<file path="config.mk">
export PLATFORM = sky130hd
export DESIGN_NAME = keypad_interrupt_latch
export DESIGN_NICKNAME = d
export VERILOG_FILES = /design/src/core/keypad_pkg.sv /design/src/core/keypad_interrupt_latch.sv
export SDC_FILE = /design/constraint.sdc
export NUM_CORES = 1
export LEC_CHECK = 0
export BUFFER_PORTS_ARGS = -buffer_cell sky130_fd_sc_hd__buf_2
export CORE_MARGIN = 10
export CORE_UTILIZATION = 48
export CTS_CLUSTER_DIAMETER = 80
export DETAILED_ROUTE_END_ITERATION = 8
export MAX_ROUTING_LAYER = met4
export PLACE_DENSITY = 0.89
export SLEW_MARGIN = 30
export SYNTH_ARGS = -nofsm -noshare
export SYNTH_HDL_FRONTEND = slang
export SYNTH_SLANG_ARGS = --single-unit
</file>
<file path="constraint.sdc">
create_clock -name aclk -period 2.1 [get_ports aclk]
set_input_delay 0.315 -clock aclk [delete_from_list [all_inputs] [get_ports aclk]]
set_output_delay 0.315 -clock aclk [all_outputs]
set_load 0.005 [all_outputs]
</file>
<file path="src/core/keypad_pkg.sv">
// Package: register map, field layout and carriers for the keypad interrupt latch
package keypad_pkg;
  localparam int unsigned NUM_KEYS      = 5;
  localparam int unsigned ADDR_W        = 4;
  // Byte addresses on the register bus
  localparam logic [3:0]  STATUS_CTRL_ADDR = 4'h0;
  localparam logic [3:0]  PIN_ENABLE_ADDR  = 4'h4;
  localparam logic [3:0]  BREAK_CTRL_ADDR  = 4'h8;
  // Status/control field positions
  localparam int unsigned TRIG_SENSE_BIT  = 0;
  localparam int unsigned REQ_MASK_BIT    = 1;
  localparam int unsigned ACK_STROBE_BIT  = 2;
  localparam int unsigned PEND_FLAG_BIT   = 3;
  // Break control field position
  localparam int unsigned BREAK_CLR_BIT   = 0;
  // Reset values and response codes
  localparam logic [4:0]  PIN_ENABLE_RST  = 5'h00;
  localparam logic [1:0]  AXI_OKAY        = 2'h0;
  localparam logic [1:0]  AXI_SLVERR      = 2'h2;

  typedef struct packed {
    logic        trig_sense;
    logic        req_mask;
    logic        break_clear_enable;
  } ctrl_t;

  typedef struct packed {
    logic [NUM_KEYS-1:0] dir;
    logic [NUM_KEYS-1:0] dat;
  } port_ctl_t;
endpackage : keypad_pkg

</file>
<file path="src/core/keypad_interrupt_latch.sv">
// Keypad wake and interrupt latch with an AXI4-Lite register slave
// Summary of operation
// - Each enable bit picks its own pin as a key input.
// - Enabling a pin turns on its internal pull-up.
// - Latch a request when an enabled pin falls after all were high.
// - Edge mode: no new latch while another enabled pin is low.
// - Level mode: clear needs acknowledge and all enabled pins high, any order.
// - Edge mode: acknowledge clears the latch at once.
// - Vector fetch or a one written to the strobe acknowledges.
// - Acknowledge leaves detection alone; later falling edge relatches.
// - Unmasked latched request makes the CPU take the keypad vector.
// - Reset clears latch and sense select, even with a pin low.
// - Pending flag reads the request regardless of mask; reset clears.
// - Enable forces pin to input; read back only with direction zero.
// - Status/control bits 7 to 4 always read zero.
// - Acknowledge strobe is write-only, reads zero, reset cleared.
// - Mask one blocks requests to the CPU; reset clears it.
// - Sense select one: edges and levels; zero: edges only.
// - Enable bit one lets its pin request; reset clears all.
// - Unit stays active in wait; unmasked request wakes.
// - Unit stays active in stop; unmasked request wakes.
// - In break, strobe acknowledge ignored unless clear enable set; vector fetch still acknowledges.
`timescale 1ns/1ps
module keypad_interrupt_latch #(
  parameter int unsigned KEYS = keypad_pkg::NUM_KEYS
) (
  input  wire logic                           aclk,
  input  wire logic                           aresetn,
  input  wire logic [keypad_pkg::ADDR_W-1:0]  s_axi_awaddr,
  input  wire logic                           s_axi_awvalid,
  output logic                                s_axi_awready,
  input  wire logic [31:0]                    s_axi_wdata,
  input  wire logic [3:0]                     s_axi_wstrb,
  input  wire logic                           s_axi_wvalid,
  output logic                                s_axi_wready,
  output logic [1:0]                          s_axi_bresp,
  output logic                                s_axi_bvalid,
  input  wire logic                           s_axi_bready,
  input  wire logic [keypad_pkg::ADDR_W-1:0]  s_axi_araddr,
  input  wire logic                           s_axi_arvalid,
  output logic                                s_axi_arready,
  output logic [31:0]                         s_axi_rdata,
  output logic [1:0]                          s_axi_rresp,
  output logic                                s_axi_rvalid,
  input  wire logic                           s_axi_rready,
  input  wire logic [KEYS-1:0]                key_input_pin,
  input  wire keypad_pkg::port_ctl_t          port_ctl,
  input  wire logic                           vector_fetch,
  input  wire logic                           break_state,
  output logic                                cpu_irq,
  output logic                                wake_request,
  output logic [KEYS-1:0]                     pin_pullup_en,
  output logic [KEYS-1:0]                     pin_output_en_n,
  output logic [KEYS-1:0]                     pin_read_data
);
  import keypad_pkg::*;

  // ------------------------------------------------------------
  // Pin synchroniser
  // ------------------------------------------------------------
  logic [KEYS-1:0] pin_meta_q;
  logic [KEYS-1:0] pin_sync_q;
  logic [KEYS-1:0] pin_enable_q;
  ctrl_t           ctrl_q;
  logic            latch_q;
  logic            all_high_q;

  always_ff @(posedge aclk) begin
    if (!aresetn) begin
      pin_meta_q <= '1;
      pin_sync_q <= '1;
    end else begin
      pin_meta_q <= key_input_pin;
      pin_sync_q <= pin_meta_q;
    end
  end

  // A disabled pin is treated as high so it never blocks or triggers
  function automatic logic any_low(input logic [KEYS-1:0] pins,
                                   input logic [KEYS-1:0] en);
    any_low = |(~pins & en);
  endfunction : any_low

  logic any_low_now;
  logic fall_event;
  assign any_low_now = any_low(pin_sync_q, pin_enable_q);
  // Low after all-high; a pin already low blocks new edges
  assign fall_event  = any_low_now && all_high_q;

  always_ff @(posedge aclk) begin
    if (!aresetn) begin
      all_high_q <= 1'b1;
    end else begin
      all_high_q <= !any_low_now;
    end
  end

  // ------------------------------------------------------------
  // AXI4-Lite write channel
  // ------------------------------------------------------------
  logic                  aw_held_q;
  logic                  w_held_q;
  logic [ADDR_W-1:0]     awaddr_q;
  logic [31:0]           wdata_q;
  logic [3:0]            wstrb_q;
  logic                  wr_fire;
  logic                  ack_write;
  logic                  ack_pulse;

  logic                  aw_held_d;
  logic                  w_held_d;
  logic                  bvalid_d;
  logic                  rvalid_d;

  assign wr_fire = aw_held_q && w_held_q;
  // Ready comes from a flop, so it is worked out from next-cycle channel state
  assign aw_held_d = !wr_fire && (aw_held_q || (s_axi_awvalid && s_axi_awready));
  assign w_held_d  = !wr_fire && (w_held_q || (s_axi_wvalid && s_axi_wready));
  assign bvalid_d  = wr_fire || (s_axi_bvalid && !s_axi_bready);
  assign rvalid_d  = (s_axi_arvalid && s_axi_arready) || (s_axi_rvalid && !s_axi_rready);

  always_ff @(posedge aclk) begin
    if (!aresetn) begin
      s_axi_awready <= 1'b0;
      s_axi_wready  <= 1'b0;
      s_axi_arready <= 1'b0;
    end else begin
      s_axi_awready <= !aw_held_d && !bvalid_d;
      s_axi_wready  <= !w_held_d && !bvalid_d;
      s_axi_arready <= !rvalid_d;
    end
  end

  always_ff @(posedge aclk) begin
    if (!aresetn) begin
      aw_held_q <= 1'b0;
      awaddr_q  <= '0;
    end else if (wr_fire) begin
      aw_held_q <= 1'b0;
    end else if (s_axi_awvalid && s_axi_awready) begin
      aw_held_q <= 1'b1;
      awaddr_q  <= s_axi_awaddr;
    end
  end

  always_ff @(posedge aclk) begin
    if (!aresetn) begin
      w_held_q <= 1'b0;
      wdata_q  <= '0;
      wstrb_q  <= '0;
    end else if (wr_fire) begin
      w_held_q <= 1'b0;
    end else if (s_axi_wvalid && s_axi_wready) begin
      w_held_q <= 1'b1;
      wdata_q  <= s_axi_wdata;
      wstrb_q  <= s_axi_wstrb;
    end
  end

  function automatic logic addr_mapped(input logic [ADDR_W-1:0] a);
    addr_mapped = (a == STATUS_CTRL_ADDR) || (a == PIN_ENABLE_ADDR) ||
                  (a == BREAK_CTRL_ADDR);
  endfunction : addr_mapped

  always_ff @(posedge aclk) begin
    if (!aresetn) begin
      s_axi_bvalid <= 1'b0;
      s_axi_bresp  <= AXI_OKAY;
    end else if (wr_fire) begin
      s_axi_bvalid <= 1'b1;
      s_axi_bresp  <= addr_mapped(awaddr_q) ? AXI_OKAY : AXI_SLVERR;
    end else if (s_axi_bready) begin
      s_axi_bvalid <= 1'b0;
    end
  end

  logic lane0_write;
  assign lane0_write = wr_fire && wstrb_q[0];

  always_ff @(posedge aclk) begin
    if (!aresetn) begin
      ctrl_q <= '0;
    end else if (lane0_write && awaddr_q == STATUS_CTRL_ADDR) begin
      ctrl_q.trig_sense <= wdata_q[TRIG_SENSE_BIT];
      ctrl_q.req_mask   <= wdata_q[REQ_MASK_BIT];
    end else if (lane0_write && awaddr_q == BREAK_CTRL_ADDR) begin
      ctrl_q.break_clear_enable <= wdata_q[BREAK_CLR_BIT];
    end
  end

  always_ff @(posedge aclk) begin
    if (!aresetn) begin
      pin_enable_q <= PIN_ENABLE_RST;
    end else if (lane0_write && awaddr_q == PIN_ENABLE_ADDR) begin
      pin_enable_q <= wdata_q[KEYS-1:0];
    end
  end

  // Strobe is never stored, so it cannot read back
  assign ack_write = lane0_write && awaddr_q == STATUS_CTRL_ADDR &&
                     wdata_q[ACK_STROBE_BIT];
  // Break blocks the strobe acknowledge unless clearing is allowed; vector fetch still acknowledges
  assign ack_pulse = vector_fetch ||
                     (ack_write && (!break_state || ctrl_q.break_clear_enable));

  // ------------------------------------------------------------
  // Request latch
  // ------------------------------------------------------------
  logic ack_seen_q;

  always_ff @(posedge aclk) begin
    if (!aresetn) begin
      latch_q    <= 1'b0;
      ack_seen_q <= 1'b0;
    end else if (fall_event) begin
      // New edge wins over a same-cycle acknowledge
      latch_q    <= 1'b1;
      ack_seen_q <= 1'b0;
    end else if (!ctrl_q.trig_sense) begin
      ack_seen_q <= 1'b0;
      if (ack_pulse) begin
        latch_q <= 1'b0;
      end
    end else if (latch_q) begin
      // Level mode: both events, either order
      if ((ack_pulse || ack_seen_q) && !any_low_now) begin
        latch_q    <= 1'b0;
        ack_seen_q <= 1'b0;
      end else if (ack_pulse) begin
        ack_seen_q <= 1'b1;
      end
    end
  end

  // ------------------------------------------------------------
  // Outputs to CPU and port
  // ------------------------------------------------------------
  always_ff @(posedge aclk) begin
    if (!aresetn) begin
      cpu_irq      <= 1'b0;
      wake_request <= 1'b0;
    end else begin
      // Clock keeps running in wait and stop, so the latch stays live
      cpu_irq      <= latch_q && !ctrl_q.req_mask;
      wake_request <= latch_q && !ctrl_q.req_mask;
    end
  end

  always_ff @(posedge aclk) begin
    if (!aresetn) begin
      pin_pullup_en   <= '0;
      pin_output_en_n <= '1;
      pin_read_data   <= '0;
    end else begin
      pin_pullup_en   <= pin_enable_q;
      pin_output_en_n <= ~(port_ctl.dir & ~pin_enable_q);
      pin_read_data   <= pin_sync_q & ~port_ctl.dir;
    end
  end

  // ------------------------------------------------------------
  // AXI4-Lite read channel
  // ------------------------------------------------------------
  logic [31:0] rd_word;

  always_comb begin
    rd_word = '0;
    case (s_axi_araddr)
      STATUS_CTRL_ADDR: begin
        // Upper nibble and strobe stay zero
        rd_word[PEND_FLAG_BIT]  = latch_q;
        rd_word[REQ_MASK_BIT]   = ctrl_q.req_mask;
        rd_word[TRIG_SENSE_BIT] = ctrl_q.trig_sense;
      end
      PIN_ENABLE_ADDR: rd_word[KEYS-1:0] = pin_enable_q;
      BREAK_CTRL_ADDR: rd_word[BREAK_CLR_BIT] = ctrl_q.break_clear_enable;
      default: rd_word = '0;
    endcase
  end

  always_ff @(posedge aclk) begin
    if (!aresetn) begin
      s_axi_rvalid <= 1'b0;
      s_axi_rdata  <= '0;
      s_axi_rresp  <= AXI_OKAY;
    end else if (s_axi_arvalid && s_axi_arready) begin
      s_axi_rvalid <= 1'b1;
      s_axi_rdata  <= rd_word;
      s_axi_rresp  <= addr_mapped(s_axi_araddr) ? AXI_OKAY : AXI_SLVERR;
    end else if (s_axi_rready) begin
      s_axi_rvalid <= 1'b0;
    end
  end

  // ------------------------------------------------------------
  // Assertions
  // ------------------------------------------------------------
  a_edge_latches: assert property (@(posedge aclk) disable iff (!aresetn)
    fall_event |=> latch_q)
    else $error("falling edge did not latch");
  a_edge_blocked: assert property (@(posedge aclk) disable iff (!aresetn)
    (!latch_q && !all_high_q && !ack_pulse) |=> !latch_q)
    else $error("latch set while a pin already low");
  a_edge_ack_clear: assert property (@(posedge aclk) disable iff (!aresetn)
    (!ctrl_q.trig_sense && ack_pulse && !fall_event) |=> !latch_q)
    else $error("edge mode ack did not clear");
  a_level_hold: assert property (@(posedge aclk) disable iff (!aresetn)
    (ctrl_q.trig_sense && latch_q && any_low_now) |=> latch_q)
    else $error("level request dropped while pin low");
  a_break_protect: assert property (@(posedge aclk) disable iff (!aresetn)
    // A level-mode ack taken before break may still finish its clear
    (latch_q && !vector_fetch && !ack_seen_q && break_state &&
     !ctrl_q.break_clear_enable) |=> latch_q)
    else $error("latch cleared in protected break");
  a_irq_gate: assert property (@(posedge aclk) disable iff (!aresetn)
    cpu_irq == $past(latch_q && !ctrl_q.req_mask))
    else $error("cpu request not gated latch");
  a_reset_clear: assert property (@(posedge aclk)
    !aresetn |=> (!latch_q && !ctrl_q.trig_sense && !cpu_irq))
    else $error("reset left request or sense set");
  a_pullup_follow: assert property (@(posedge aclk) disable iff (!aresetn)
    ##1 pin_pullup_en == $past(pin_enable_q))
    else $error("pull-up not following enable");
  a_read_zero: assert property (@(posedge aclk) disable iff (!aresetn)
    (s_axi_arvalid && s_axi_arready && s_axi_araddr == STATUS_CTRL_ADDR) |=>
      (s_axi_rdata[31:PEND_FLAG_BIT+1] == '0 && !s_axi_rdata[ACK_STROBE_BIT]))
    else $error("status unused or strobe bits read back as one");
  a_pending_read: assert property (@(posedge aclk) disable iff (!aresetn)
    (s_axi_arvalid && s_axi_arready && s_axi_araddr == STATUS_CTRL_ADDR) |=>
      (s_axi_rdata[PEND_FLAG_BIT] == $past(latch_q)))
    else $error("pending flag not showing the request");
  a_level_release: assert property (@(posedge aclk) disable iff (!aresetn)
    (ctrl_q.trig_sense && latch_q && (ack_pulse || ack_seen_q) && !any_low_now) |=> !latch_q)
    else $error("level request kept after ack and release");
  a_fetch_clears: assert property (@(posedge aclk) disable iff (!aresetn)
    (vector_fetch && !ctrl_q.trig_sense && !fall_event) |=> !latch_q)
    else $error("vector fetch did not acknowledge");
  a_wake_gate: assert property (@(posedge aclk) disable iff (!aresetn)
    wake_request == $past(latch_q && !ctrl_q.req_mask))
    else $error("wake request not gated latch");
  a_key_input: assert property (@(posedge aclk) disable iff (!aresetn)
    ##1 ((~pin_output_en_n & $past(pin_enable_q)) == '0))
    else $error("key enabled pin still driven");
endmodule : keypad_interrupt_latch

</file>
==> metrics <==
slew margin rel.=0.660; Critical Path RT=2.30 ns; top_reg_cell synth=dfxtp_1; DIE HEIGHT=90.2 um; post-synthesis sequential area ratio=0.516; slowest stage delay, CP=0.48 ns; GPL Wtd Cong=between 0.8 and 0.9; Post-synth EDFFs=0; status=completed; Slowest-stage cell, CP=dfxtp_1; Post-DRT Antenna Nets=0; initial antenna violation count=0; YS warnings=0; Ports=126; total number of vias=1747; pins over their slew limit=0; XOR/XNOR share of the synthesized area=0; Pwr Density=842 nW/um^2; # nets final=369; RSZ-0062 raised after global routing=false; area delta synth->final=17.1%; FFs w/ async S/R, synth=0; post-CTS sizing=0; Detailed Place HPWL=3.93 mm; number of global-route vias before repair=1827; TNS Setup=0 ns; most frequent cells in the layout=dfxtp_1, buf_2, conb_1; Yosys reg bits=61; post-CTS setup buffer count=0; CTS tree=done; later-pin clock latency in the skew report=0.32 ns; Inserted Diodes=0; Total Power=2330 uW; Port Buffers=61; period utilisation layout=0.710; final setup fails=0; startpoint types=flop; DR DRC count=0; CP max FO=8; share of cells above drive strength 1=0.279; max-cap check violation count=0; CTS H-tree depth=3; critical path class=reg -> reg; skew final=about 0.0031 ns; post-synthesis instance total=239; # clock sinks=between 60 and 70; CTS max path bufs=2; DR WL/cell=13.6 um; Clock transition at path regs=around 0.060 ns; Avg Synthesized Cell Area=9.90 um^2; drt initial violations=72; simple-gate area share of the yosys netlist=0.188; Root Buffer=clkbuf_8; Cell variety after synth=38; Post-Route WL=between 5 and 6 mm; peak supply drop=0.000314 V; detail-routed via count per cell=4.70; hold crit path type=in -> reg; number of cell rows=25; mux share of post-synthesis cell area=0.0899; Mapped Area=2370 um^2; grt total ovfl=0; final instance area=2770 um^2; CP arrival=~1.7 ns; die width=90.2 um; Lkg Pwr=around 0.0013 uW; Core ar.=4750 um^2; die area=8140 um^2; Placed Area=2590 um^2; router iterations before antenna repair=4; Worst setup EP type=flop; number of CTS-inserted buffers=9; largest net degree at the start of global routing=34; Fin. Hold Viols=0; Post-Synth Adder-Cell Area=0; FMAX=about 0.67 GHz; critical-path cell list=and4bb_4, nand4b_2, mux2i_1, nor2_1; global-route wire length before repair=about 8.4 mm; slew at the pin closest to its max-slew limit=0.511 ns; Total GRT Usage=0.129; main combinational cell family by area after synthesis=simple AND/OR/NAND/NOR gates; Period minus WS final=1.49 ns; Starting Density=0.498; Compound-Gate Fraction of Synth Area=0.0735; Post-CTS Hold Fix Bufs=0
-- worst max-delay path, delay by kind of cell, from the launching register on --
| family | cells | cell delay (ns) |
|---|---|---|
| flops | 1 | 0.48 |
| mux | 1 | 0.23 |
| simple gates | 3 | 0.66 |
-- Yosys cell counts (2+ instances only) --
library cell | instances | area [um^2]
buf_4 | 30 | 225
nand4_1 | 2 | 12.5
o22ai_1 | 2 | 12.5
a21oi_1 | 12 | 60.1
clkbuf_1 | 6 | 22.5
nand3_1 | 6 | 30.0
nor3b_1 | 7 | 52.6
buf_6 | 3 | 33.8
nor3_1 | 3 | 15.0
inv_1 | 7 | 26.3
nor2_1 | 27 | 101
nand2b_1 | 14 | 87.6
mux2i_1 | 19 | 190
a211oi_1 | 2 | 15.0
dfxtp_1 | 61 | 1220
nand2_1 | 15 | 56.3
mux2_2 | 2 | 22.5
-- cell families after synthesis --
group                  after synthesis
other                                1
DFF                                 61
AOI/OAI and AO/OA                   26
muxes                               21
and+or+nand+nor                     83
buffers and inverters               47
-- final timing paths --
path / slack [ns] / cells after the start / end / start
hold reg to reg: 0.40 / 1 / pin_sync_q[0] / pin_meta_q[0]
setup / recovery: 0.61 / 4 / pin_enable_q[4] / w_held_q
hold / removal: 0.16 / 2 / pin_read_data[0] / port_ctl[5]
setup reg to reg: 0.61 / 4 / pin_enable_q[4] / w_held_q
-- through the flow --
stage | hold slack [ns] | std cells | setup WS (ns) | utilization
after floorplan | 0.386 | 267 | 0.791 | -
after global placement | 0.389 | 357 | 0.669 | 0.545
after detailed placement | 0.395 | 357 | 0.633 | 0.545
after CTS | 0.149 | 372 | 0.625 | 0.583
after global routing | 0.152 | 372 | 0.501 | 0.583
final | 0.163 | 372 | 0.609 | 0.583
-- sequential cells by signal, summed over array words and instances, names as in the netlist, 3 cells and up --
| register | flops |
|---|---|
| awaddr_q | 4 |
| pin_sync_q | 5 |
| pin_enable_q | 5 |
| pin_meta_q | 5 |
| pin_read_data | 5 |
| pin_output_en_n | 5 |
| ctrl_q | 3 |
| wdata_q | 5 |
| pin_pullup_en | 5 |
| s_axi_rdata | 5 |
-- cell type report --
type                            instances  area [um^2]
Fill cell                             409         1980
Sequential cell                        61         1220
Multi-Input combinational cell        159          940
Timing Repair Buffer                   63          320
Clock buffer                           10          128
Tap cell                               67         83.8
Clock inverter                          5         52.6
Inverter                                7         26.3
-- power breakdown --
part           leakage, uW  internal, uW  switching, uW
registers         0.000499          1200           24.8
clock network    0.0000919           535            415
logic             0.000695          74.9           85.5
-- metal layers --
layer	global-route usage	up-vias	share of wire	wire length (um)
li1	-	870	-	-
met1	0.127	804	0.40	2010
met5	-	-	0	0
met3	0.0590	8	0.093	470
met2	0.206	65	0.49	2470
met4	0.0756	0	0.020	102
(Power assumes the default switching activity.)
